File: src/design/core_regs_pkg.sv
// Package with register map, reset values and state codes of the core register block
package core_regs_pkg;
  localparam int          ADDR_W          = 12;
  // Register indices; byte address is four times the index
  localparam logic [7:0]  IDX_STACK_PTR   = 8'h81;
  localparam logic [7:0]  IDX_SIXTEEN_BIT_DATA_POINTER_LOW    = 8'h82;
  localparam logic [7:0]  IDX_SIXTEEN_BIT_DATA_POINTER_HIGH   = 8'h83;
  localparam logic [7:0]  IDX_ACCUM       = 8'he0;
  localparam logic [7:0]  IDX_SECOND      = 8'hf0;
  localparam logic [7:0]  IDX_PUSH_DATA   = 8'h90;
  localparam logic [7:0]  IDX_POP_CMD     = 8'h91;
  localparam logic [7:0]  IDX_POP_RESULT  = 8'h92;
  localparam logic [7:0]  IDX_BIT_OP      = 8'h93;
  localparam logic [7:0]  IDX_STATUS      = 8'h94;
  // Reset values
  localparam logic [7:0]  RST_STACK_PTR   = 8'h07;
  localparam logic [7:0]  RST_SIXTEEN_BIT_DATA_POINTER_LOW    = 8'h00;
  localparam logic [7:0]  RST_SIXTEEN_BIT_DATA_POINTER_HIGH   = 8'h00;
  localparam logic [7:0]  RST_ACCUM       = 8'h00;
  localparam logic [7:0]  RST_SECOND      = 8'h00;
  localparam logic [7:0]  RST_POP_RESULT  = 8'h00;
  // Bit operation fields
  localparam int          BITOP_IDX_LSB   = 0;
  localparam int          BITOP_VAL_POS   = 3;
  localparam int          BITOP_SEL_POS   = 4;
  // Status fields
  localparam int          STAT_BUSY_POS   = 0;
  // AXI responses
  localparam logic [1:0]  RESP_OKAY       = 2'h0;
  localparam logic [1:0]  RESP_SLVERR     = 2'h2;
  typedef enum logic [4:0] {
    st_idle     = 5'h01,
    st_push_inc = 5'h02,
    st_push_wr  = 5'h04,
    st_pop_rd   = 5'h08,
    st_pop_cap  = 5'h10
  } stack_state_t;
endpackage

File: src/design/stack_ram.sv
// Internal data memory holding the stack, registered read port
`timescale 1ns/1ns
`default_nettype none
module stack_ram (
  input  wire logic       clock,
  input  wire logic       we,
  input  wire logic [7:0] addr,
  input  wire logic [7:0] wdata,
  output var  logic [7:0] rdata
);
  logic [7:0] mem [0:255];

  // No reset: contents are undefined until written, like real RAM
  always_ff @(posedge clock) begin
    if (we) begin
      mem[addr] <= wdata;
    end
    rdata <= mem[addr];
  end
endmodule
`default_nettype wire

File: src/design/core_regs.sv
// Core pointer, stack and accumulator registers behind an AXI4-Lite slave
// Functional notes
// - High byte register forms the upper half of the 16-bit data pointer.
// - High byte register: 8-bit RW, index 0x83, resets to zero.
// - Stack pointer always addresses current top of stack in internal memory.
// - Push increments stack pointer first, then writes byte at new address.
// - Stack pointer resets to 0x07, first push lands at 0x08.
// - Accumulator: primary arithmetic operand, 8-bit RW, resets to zero.
// - Accumulator at index 0xE0, each bit individually addressable.
// - Second operand register: auxiliary accumulator, 8-bit RW, resets zero.
// - Second operand register at index 0xF0, bit-addressable.
//
// Our own choice: the AXI4-Lite register port.
`timescale 1ns/1ns
`default_nettype none
module core_regs
  import core_regs_pkg::*;
(
  input  wire logic              clock,
  input  wire logic              rstn,
  input  wire logic [ADDR_W-1:0] s_axi_awaddr,
  input  wire logic              s_axi_awvalid,
  output var  logic              s_axi_awready,
  input  wire logic [31:0]       s_axi_wdata,
  input  wire logic [3:0]        s_axi_wstrb,
  input  wire logic              s_axi_wvalid,
  output var  logic              s_axi_wready,
  output var  logic [1:0]        s_axi_bresp,
  output var  logic              s_axi_bvalid,
  input  wire logic              s_axi_bready,
  input  wire logic [ADDR_W-1:0] s_axi_araddr,
  input  wire logic              s_axi_arvalid,
  output var  logic              s_axi_arready,
  output var  logic [31:0]       s_axi_rdata,
  output var  logic [1:0]        s_axi_rresp,
  output var  logic              s_axi_rvalid,
  input  wire logic              s_axi_rready,
  output logic [15:0]            sixteen_bit_data_pointer,
  output var  logic [7:0]        stack_top_pointer,
  output var  logic [7:0]        primary_accumulator,
  output var  logic [7:0]        second_operand
);

  function automatic logic [7:0] reg_index(input logic [ADDR_W-1:0] a);
    reg_index = a[9:2];
  endfunction

  function automatic logic is_mapped(input logic [ADDR_W-1:0] a);
    logic [7:0] i;
    i = a[9:2];
    is_mapped = (a[ADDR_W-1:10] == '0) && (a[1:0] == 2'h0) &&
                ((i == IDX_STACK_PTR) || (i == IDX_SIXTEEN_BIT_DATA_POINTER_LOW) ||
                 (i == IDX_SIXTEEN_BIT_DATA_POINTER_HIGH) || (i == IDX_ACCUM) ||
                 (i == IDX_SECOND) || (i == IDX_PUSH_DATA) ||
                 (i == IDX_POP_CMD) || (i == IDX_POP_RESULT) ||
                 (i == IDX_BIT_OP) || (i == IDX_STATUS));
  endfunction

  logic [7:0]        data_pointer_low;
  logic [7:0]        data_pointer_high;
  logic [7:0]        pop_result;
  logic [7:0]        push_byte;
  logic [ADDR_W-1:0] aw_addr;
  logic              aw_full;
  logic [31:0]       w_data;
  logic [3:0]        w_strb;
  logic              w_full;
  stack_state_t      state;
  stack_state_t      next_state;
  logic [7:0]        ram_rdata;

  // Both halves come straight from their flip-flops
  assign sixteen_bit_data_pointer = {data_pointer_high, data_pointer_low};

  // Write decode
  wire        wr_go      = aw_full && w_full && !s_axi_bvalid && (state == st_idle);
  wire [7:0]  wr_idx     = reg_index(aw_addr);
  wire        wr_ok      = is_mapped(aw_addr);
  wire        wr_lane0   = w_strb[0];
  wire [7:0]  wr_byte    = w_data[7:0];
  wire        wr_en      = wr_go && wr_ok && wr_lane0;
  wire        wr_sp      = wr_en && (wr_idx == IDX_STACK_PTR);
  wire        wr_dpl     = wr_en && (wr_idx == IDX_SIXTEEN_BIT_DATA_POINTER_LOW);
  wire        wr_dph     = wr_en && (wr_idx == IDX_SIXTEEN_BIT_DATA_POINTER_HIGH);
  wire        wr_acc     = wr_en && (wr_idx == IDX_ACCUM);
  wire        wr_sec     = wr_en && (wr_idx == IDX_SECOND);
  wire        wr_push    = wr_en && (wr_idx == IDX_PUSH_DATA);
  wire        wr_pop     = wr_en && (wr_idx == IDX_POP_CMD);
  wire        wr_bitop   = wr_en && (wr_idx == IDX_BIT_OP);
  wire [2:0]  bit_idx    = wr_byte[BITOP_IDX_LSB +: 3];
  wire        bit_val    = wr_byte[BITOP_VAL_POS];
  wire        bit_sec    = wr_byte[BITOP_SEL_POS];
  wire        bit_acc_en = wr_bitop && !bit_sec;
  wire        bit_sec_en = wr_bitop && bit_sec;
  // Stack operations answer only when finished, so the response is deferred
  wire        wr_stack   = wr_push || wr_pop;
  wire        wr_done    = (wr_go && !wr_stack) || (state == st_push_wr) || (state == st_pop_cap);
  wire        busy       = (state != st_idle);

  // Bit update helper: one bit replaced, others kept
  function automatic logic [7:0] set_bit(input logic [7:0] v, input logic [2:0] n, input logic b);
    logic [7:0] r;
    r = v;
    r[n] = b;
    set_bit = r;
  endfunction

  // Read decode
  wire        rd_go      = s_axi_arvalid && s_axi_arready;
  wire [7:0]  rd_idx     = reg_index(s_axi_araddr);
  wire        rd_ok      = is_mapped(s_axi_araddr);
  logic [7:0] rd_byte;
  always_comb begin
    rd_byte = 8'h00;
    unique case (rd_idx)
      IDX_STACK_PTR:  rd_byte = stack_top_pointer;
      IDX_SIXTEEN_BIT_DATA_POINTER_LOW:   rd_byte = data_pointer_low;
      IDX_SIXTEEN_BIT_DATA_POINTER_HIGH:  rd_byte = data_pointer_high;
      IDX_ACCUM:      rd_byte = primary_accumulator;
      IDX_SECOND:     rd_byte = second_operand;
      IDX_POP_RESULT: rd_byte = pop_result;
      IDX_STATUS:     rd_byte = {7'h00, busy};
      default:        rd_byte = 8'h00;
    endcase
  end

  // Stack sequencer
  always_comb begin
    next_state = state;
    unique case (state)
      st_idle: begin
        if (wr_push) begin
          next_state = st_push_inc;
        end else if (wr_pop) begin
          next_state = st_pop_rd;
        end
      end
      st_push_inc: next_state = st_push_wr;
      st_push_wr:  next_state = st_idle;
      st_pop_rd:   next_state = st_pop_cap;
      st_pop_cap:  next_state = st_idle;
      default:     next_state = st_idle;
    endcase
  end

  always_ff @(posedge clock) begin
    if (!rstn) begin
      state <= st_idle;
    end else begin
      state <= next_state;
    end
  end

  // Memory address is always the stack pointer
  wire ram_we = (state == st_push_wr);

  stack_ram u_ram (
    .clock (clock),
    .we    (ram_we),
    .addr  (stack_top_pointer),
    .wdata (push_byte),
    .rdata (ram_rdata)
  );

  // Stack pointer: direct writes, pre-increment on push, post-decrement on pop
  always_ff @(posedge clock) begin
    if (!rstn) begin
      stack_top_pointer <= RST_STACK_PTR;
    end else if (wr_sp) begin
      stack_top_pointer <= wr_byte;
    end else if (state == st_push_inc) begin
      stack_top_pointer <= stack_top_pointer + 8'h01;
    end else if (state == st_pop_cap) begin
      stack_top_pointer <= stack_top_pointer - 8'h01;
    end
  end

  always_ff @(posedge clock) begin
    if (!rstn) begin
      push_byte <= 8'h00;
    end else if (wr_push) begin
      push_byte <= wr_byte;
    end
  end

  // Registered read data is valid in the capture state
  always_ff @(posedge clock) begin
    if (!rstn) begin
      pop_result <= RST_POP_RESULT;
    end else if (state == st_pop_cap) begin
      pop_result <= ram_rdata;
    end
  end

  always_ff @(posedge clock) begin
    if (!rstn) begin
      data_pointer_low  <= RST_SIXTEEN_BIT_DATA_POINTER_LOW;
      data_pointer_high <= RST_SIXTEEN_BIT_DATA_POINTER_HIGH;
    end else begin
      if (wr_dpl) begin
        data_pointer_low <= wr_byte;
      end
      if (wr_dph) begin
        data_pointer_high <= wr_byte;
      end
    end
  end

  always_ff @(posedge clock) begin
    if (!rstn) begin
      primary_accumulator <= RST_ACCUM;
    end else if (wr_acc) begin
      primary_accumulator <= wr_byte;
    end else if (bit_acc_en) begin
      primary_accumulator <= set_bit(primary_accumulator, bit_idx, bit_val);
    end
  end

  always_ff @(posedge clock) begin
    if (!rstn) begin
      second_operand <= RST_SECOND;
    end else if (wr_sec) begin
      second_operand <= wr_byte;
    end else if (bit_sec_en) begin
      second_operand <= set_bit(second_operand, bit_idx, bit_val);
    end
  end

  // Write address and data are held independently until the response is taken
  always_ff @(posedge clock) begin
    if (!rstn) begin
      aw_full       <= 1'b0;
      aw_addr       <= '0;
      s_axi_awready <= 1'b0;
    end else if (s_axi_awvalid && s_axi_awready) begin
      aw_full       <= 1'b1;
      aw_addr       <= s_axi_awaddr;
      s_axi_awready <= 1'b0;
    end else if (s_axi_bvalid && s_axi_bready) begin
      aw_full       <= 1'b0;
      s_axi_awready <= 1'b1;
    end else begin
      s_axi_awready <= !aw_full;
    end
  end

  always_ff @(posedge clock) begin
    if (!rstn) begin
      w_full       <= 1'b0;
      w_data       <= '0;
      w_strb       <= '0;
      s_axi_wready <= 1'b0;
    end else if (s_axi_wvalid && s_axi_wready) begin
      w_full       <= 1'b1;
      w_data       <= s_axi_wdata;
      w_strb       <= s_axi_wstrb;
      s_axi_wready <= 1'b0;
    end else if (s_axi_bvalid && s_axi_bready) begin
      w_full       <= 1'b0;
      s_axi_wready <= 1'b1;
    end else begin
      s_axi_wready <= !w_full;
    end
  end

  // Error is known at the start; response is raised when the write completes
  always_ff @(posedge clock) begin
    if (!rstn) begin
      s_axi_bvalid <= 1'b0;
      s_axi_bresp  <= RESP_OKAY;
    end else if (s_axi_bvalid && s_axi_bready) begin
      s_axi_bvalid <= 1'b0;
    end else if (wr_done) begin
      s_axi_bvalid <= 1'b1;
      s_axi_bresp  <= (state != st_idle || wr_ok) ? RESP_OKAY : RESP_SLVERR;
    end
  end

  // One read in flight; arready drops until rdata is taken
  always_ff @(posedge clock) begin
    if (!rstn) begin
      s_axi_arready <= 1'b0;
      s_axi_rvalid  <= 1'b0;
      s_axi_rdata   <= '0;
      s_axi_rresp   <= RESP_OKAY;
    end else if (rd_go) begin
      s_axi_arready <= 1'b0;
      s_axi_rvalid  <= 1'b1;
      s_axi_rdata   <= rd_ok ? {24'h000000, rd_byte} : 32'h00000000;
      s_axi_rresp   <= rd_ok ? RESP_OKAY : RESP_SLVERR;
    end else if (s_axi_rvalid && s_axi_rready) begin
      s_axi_rvalid  <= 1'b0;
      s_axi_arready <= 1'b1;
    end else begin
      s_axi_arready <= !s_axi_rvalid;
    end
  end

endmodule
`default_nettype wire

File: config.mk
export PLATFORM = sky130hd
export DESIGN_NAME = core_regs
export DESIGN_NICKNAME = d
export VERILOG_FILES = /design/src/design/core_regs_pkg.sv /design/src/design/stack_ram.sv /design/src/design/core_regs.sv
export SDC_FILE = /design/constraint.sdc
export NUM_CORES = 2
export LEC_CHECK = 0
export ABC_CLOCK_PERIOD_IN_PS = 4250
export BUFFER_PORTS_ARGS = -buffer_cell sky130_fd_sc_hd__buf_2
export CAP_MARGIN = 40
export CORE_MARGIN = 10
export CORE_UTILIZATION = 50
export CTS_CLUSTER_DIAMETER = 120
export CTS_CLUSTER_SIZE = 28
export DETAILED_ROUTE_END_ITERATION = 7
export PLACE_DENSITY = 0.75
export RECOVER_POWER = 100
export SLEW_MARGIN = 0
export SYNTH_ARGS = -nofsm -noshare
export SYNTH_HDL_FRONTEND = slang
export SYNTH_SLANG_ARGS = --single-unit
File: constraint.sdc
create_clock -name clock -period 4.25 [get_ports clock]
set_input_delay 0.85 -clock clock [delete_from_list [all_inputs] [get_ports clock]]
set_output_delay 0.85 -clock clock [all_outputs]
set_load 0.1 [all_outputs]
Yosys cells after proc, flatten, opt, wreduce, memory -nomap -nowiden

Memory sizes are Yosys's and may differ from the RTL's. A register that Yosys moved wholly into a read port is not among the register bits.
Cells that the tools add are included.

Output and inout bits: 81
Register bits: 125
Input port bits: 67
Memories kept: 1
Word-level logic and storage cells: 152
Bits in writable memories: 2,048

Reduce and logical (&&, ||, !) cells: 69
Bitwise logic cells: 2
Mux-type cells: 28
$add $sub $neg: 2
Equal/unequal tests: 27
$lt $le $gt $ge: 2

Memories:

| name      | depth | bits a word | read ports | clocked after memory_dff | write ports | RTL line        | RTL |
|---|---|---|---|---|---|---|---|
| u_ram.mem | 256   | 8           | 1          | 1                        | 1           | stack_ram.sv:11 | `logic [7:0] mem [0:255];` |

Operator list:

| operator                                                                     | count |
|---|---|
| 8-bit == test, second input constant                                         | 20 |
| 8-bit 2-to-1 mux                                                             | 8 |
| 8-bit case mux with 7 select lines                                           | 1 |
| 1-bit logical AND                                                            | 26 |
| 1-bit logical OR                                                             | 22 |
| 8-bit bitwise mux                                                            | 2 |
| 5-bit case mux with 3 select lines                                           | 1 |
| 1-bit 2-to-1 mux                                                             | 11 |
| 5-bit 2-to-1 mux                                                             | 2 |
| 2-bit nonzero test                                                           | 5 |
| 8-bit by 1-bit adder with 8-bit output, second input constant                | 1 |
| 2-bit logical NOT                                                            | 4 |
| 2-bit OR reduction                                                           | 4 |
| 8-bit by 1-bit subtractor with 8-bit output, second input constant           | 1 |
| 1-bit logical NOT                                                            | 6 |
| 5-bit by 1-bit == test with 1-bit output, second input constant              | 1 |
| 5-bit by 2-bit == test with 1-bit output, second input constant              | 1 |
| 5-bit by 3-bit == test with 1-bit output, second input constant              | 1 |
| 5-bit by 4-bit == test with 1-bit output, second input constant              | 1 |
| 5-bit == test, second input constant                                         | 1 |
| 5-bit by 1-bit inequality test with 1-bit output, second input constant      | 1 |
| 3-bit by 4-bit less-than comparator with 1-bit output, second input constant | 1 |
| 2-bit 2-to-1 mux                                                             | 2 |
| 1-bit demux with 3-bit select                                                | 1 |
| other kinds (5)                                                              | 6 |

Logic depth before layout (Yosys ltp)

Depth after elaboration: 20
Depth in mapped cells: 12
Gate-level depth less buffers: 10

By module

A second synthesis with hierarchy kept.

Cell total of the unflattened synthesis: 4,193
Area, all modules: 83,759.1 um2

By module, submodules not included:

| module    | area an instance (um2) | times used | seq. area each (um2) | cells each |
|---|---|---|---|---|
| stack_ram | 78,492.8               | 1          | 61,659.1             | 3,547 |
| core_regs | 5,266.3                | 1          | 1,981.9              | 646 |

Least setup slack after synthesis

OpenSTA, ideal clock, no wires.

Path type: register to register
From: register push_byte[0]
To: memory u_ram.mem[0][0], data pin
Stages on the path, launching flop included: 1
Library setup time: 0.856 ns
Required time: 3.394 ns
Path buffers: 0
Setup slack: -0.002 ns
Clock period less this slack: 4.252 ns
Data arrival time: 3.397 ns
Path through: dfxtp_1

RTL lines:

| item                   | RTL line         | RTL |
|---|---|---|
| start, declared        | core_regs.sv:62  | `logic [7:0] push_byte;` |
| start signal, assigned | core_regs.sv:182 | `push_byte <= wr_byte;` |
| end, declared          | stack_ram.sv:11  |  |

Straight into the memory's write port.

Worst setup path after layout

From: register stack_top_pointer[3]
To: memory u_ram.mem[135][5] (enable)

RTL lines:

| item                   | RTL line         | RTL |
|---|---|---|
| start, declared        | core_regs.sv:39  | `output var logic [7:0] stack_top_pointer,` |
| start signal, assigned | core_regs.sv:170 | `stack_top_pointer <= wr_byte;` |
| start signal, assigned | core_regs.sv:172 | `stack_top_pointer <= stack_top_pointer + 8'h01;` |
| start signal, assigned | core_regs.sv:174 | `stack_top_pointer <= stack_top_pointer - 8'h01;` |

Straight into the memory's write port.

==> out/results.tsv <==
stage	metric	value	unit
outcome	status	finished, violations left	
outcome	violations	capacitance limit, slew limit	
cells_and_area	nets	4393	
timing	fin_crit_sh	99.0	%
critical_path	cp_common_cell	clkbuf_1	
min_path	holdPathStages	3	
timing	clock_skew	0.0617	ns
cells_and_area	fin_util	54.2	%
timing	setup_tns	0	ns
die	die_x	431	um
yosys	synth.distinct_cells	78	
clock_network	cts_tree	built	
global_route	grt_pass1_wl	294	mm
yosys	synth_top_area_share	73.0	%
timing	grt_setup_unrepaired	false	
cells_and_area	drive_gt1_share	20.3	%
die	dieArea	0.185	mm^2
yosys	synth.most_common_cell	edfxtp_1	
power_and_ir_drop	p_leak	28.7	nW
yosys	synth.avg_cell_area	20.8	um^2
yosys	syn-instance-count	4052	
critical_path	path_class	flip-flop to flip-flop	
min_path	hold_path_class	input pin to flip-flop	
die	core	0.167	mm^2
clock_network	postCtsSetupBuffers	0	
detailed_routing	drtIter0Drc	6215	
place	portBuffers	94	
power_and_ir_drop	power_density	365	mW/mm^2
critical_path	rrSetupSlack	0.04	ns
job	max-cap-violations	15	
critical_path	worst_setup_path_start_kind	flip-flop	
detailed_routing	viasPerCell	6.43	
detailed_routing	vias	42158	
critical_path	crit_fanout	27	
detailed_routing	ant_nets	0	
global_route	antenna_found_initial	7	
yosys	synth_edf_count	2048	
clock_network	ctsResizeCount	0	
critical_path	slowest_delay	1.23	ns
clock_network	clock_latency	0.79	ns
global_route	grt_max_degree	164	
yosys	synth_top_area_cell	edfxtp_1	
yosys	dominantRegCellSynth	edfxtp_1	
clock_network	cts_max_path_buffers	3	
yosys	async_flop_share	0	%
detailed_routing	wirelength	203	mm
yosys	ys_seq_area_share	75.5	%
clock_network	path_clk_slew	0.12	ns
timing	fin_crit	4.21	ns
critical_path	crit_required	4.67	ns
detailed_routing	drc	0	
min_path	min_from	s_axi_wdata[5]	
yosys	ys.warnings.count	0	
timing	worst_pin_slew	3.42	ns
timing	fmax	238	MHz
global_route	grt_overflow	0	
power_and_ir_drop	ir_drop	0.310	mV
clock_network	cts_root_buf	clkbuf_16	
clock_network	htree_levels	3	
clock_network	cts_buffers	87	
detailed_routing	avgRoutedWirePerCell	31.0	um
die	start_util	50.3	%
yosys	synth_seq_cells	2155	
timing	slew_violations	975	
cells_and_area	syn_to_final_growth	7.58	%
global_route	grt_use_total	21.5	%
timing	finalSetupViolations	0	
timing	worst_slew_margin_rel	-128	%
critical_path	crit_path_end_kind	flip-flop	
critical_path	r2r_start	stack_top_pointer[3]	
clock_network	hold_buffers	0	
place	hpwl	130	mm
die	io_pins	148	
critical_path	r2r_end	u_ram.mem[135][5]	
min_path	worstHoldEndpoint	w_data[5]	
critical_path	crit_slowest_cell	nor2b_1	
detailed_routing	drt-pass1-iter-count	6	
critical_path	crit_arrival	4.63	ns
critical_path	cp_cell_sequence	nor2b_1 > nand4_1 > clkbuf_1 > nor2_1 > clkbuf_1	
yosys	synth_common_cells	edfxtp_1, mux4_2, nor2_1	
die	die_h	431	um
critical_path	rr_worst_depth	5	
yosys	yosys-top-cells-area	edfxtp_1, mux4_2, dfxtp_1	
place	place_congestion	0.938	
die	num_rows	150	
global_route	grt_pass1_vias	41351	
clock_network	cts_sinks	2155	
yosys	mappedNetlistArea	0.0843	mm^2
timing	hold_viol	0	
==> cell usage in the layout, fill, tap and decap left out, drive strengths merged, types with 11 or more instances in the layout <==
| master | n |
|---|---|
| edfxtp | 2048 |
| mux4 | 576 |
| nor2 | 341 |
| clkbuf | 331 |
| buf | 181 |
| nand2 | 152 |
| mux2i | 129 |
| dfxtp | 107 |
| a21oi | 45 |
| a22oi | 44 |
| nand3 | 38 |
| a22o | 31 |
| o21ai | 30 |
| conb | 26 |
| nor3 | 21 |
| nor2b | 17 |
| o22ai | 15 |
| o32ai | 14 |
| nand2b | 13 |
| a221oi | 13 |
| nor4 | 13 |
| inv | 12 |
| a211oi | 11 |
| nand4 | 11 |
==> routing by layer <==
metal | wire (um) | share of wire, % | global-route usage, % | vias to the layer above
met2 | 94200 | 46 | 33.0 | 2572
met5 | 80 | 0.039 | 0 | -
li1 | - | - | - | 17132
met3 | 23200 | 11 | 5.44 | 389
met4 | 9220 | 4.5 | 8.79 | 6
met1 | 76400 | 38 | 29.8 | 22059
==> flip-flops by register name, indices dropped and copies added (netlist names), 5 cells and up <==
signal,cells
aw_addr,12
data_pointer_high,8
data_pointer_low,8
pop_result,8
primary_accumulator,8
push_byte,8
s_axi_rdata,8
second_operand,8
stack_top_pointer,8
state,5
u_ram.mem,2048
u_ram.rdata,8
w_data,8
==> final cells by class <==
class | instances | area (um^2)
clock inverter | 9 | 123
multi-input combinational | 1661 | 19300
tap | 2204 | 2760
clock buffer | 106 | 2270
timing repair buffer | 406 | 2500
fill | 12437 | 76800
sequential | 2155 | 63700
inverter | 8 | 30.0
antenna | 4 | 10.0
==> power by group <==
part	total, W	internal, W	switching, W
clock network	0.00999	0.00385	0.00614
registers	0.0229	0.0229	0.0000265
logic	0.000229	0.0000370	0.000192
total	0.0331	0.0267	0.00635
==> critical path, delay by kind of cell, from the launching register on <==
| kind | cells | cell delay, ns |
|---|---|---|
| DFF | 1 | 0.60 |
| and+or+nand+nor | 3 | 2.16 |
| buffers and inverters | 2 | 1.03 |
==> worst max path at each step <==
stage	slack [ns]	depth (start not counted)	startpoint	end
final	0.04	5	stack_top_pointer[3]	u_ram.mem[135][5]
after global routing	0.13	5	stack_top_pointer[3]	u_ram.mem[20][2]
after CTS	0.36	7	stack_top_pointer[0]	u_ram.mem[88][7]
after detailed placement	0.43	7	stack_top_pointer[0]	u_ram.mem[88][5]
after global placement	0.51	7	stack_top_pointer[0]	u_ram.mem[88][6]
after floorplan	0.55	10	stack_top_pointer[0]	u_ram.mem[129][0]
==> per-stage QoR <==
| stage | instance area (um^2) | power [W] | worst slack (ns) | hold WS (ns) | std cells |
|---|---|---|---|---|---|
| global placement | 89100 | 0.0236 | 0.505 | 0.455 | 6430 |
| finish | 90700 | 0.0331 | 0.0405 | 0.302 | 6553 |
| detailed placement | 89100 | 0.0236 | 0.425 | 0.466 | 6433 |
| global route | 90600 | 0.0339 | 0.133 | 0.303 | 6550 |
| floorplan | 84400 | 0.0236 | 0.552 | 0.437 | 4077 |
| CTS | 91500 | 0.0332 | 0.361 | 0.258 | 6548 |
==> kinds of logic (layout without fill, tap and decap cells) <==
group,count (synthesis),after routing,synth area share (%)
other cells,1,30,0.00445
compound gates,254,254,2.18
simple gates,658,658,3.48
fa+ha+maj,7,7,0.113
flops,2155,2155,75.5
buf+inv,261,529,1.64
mux,708,708,17.0
xor+xnor,8,8,0.0831
Note: power is estimated with default switching activity, not from simulation.
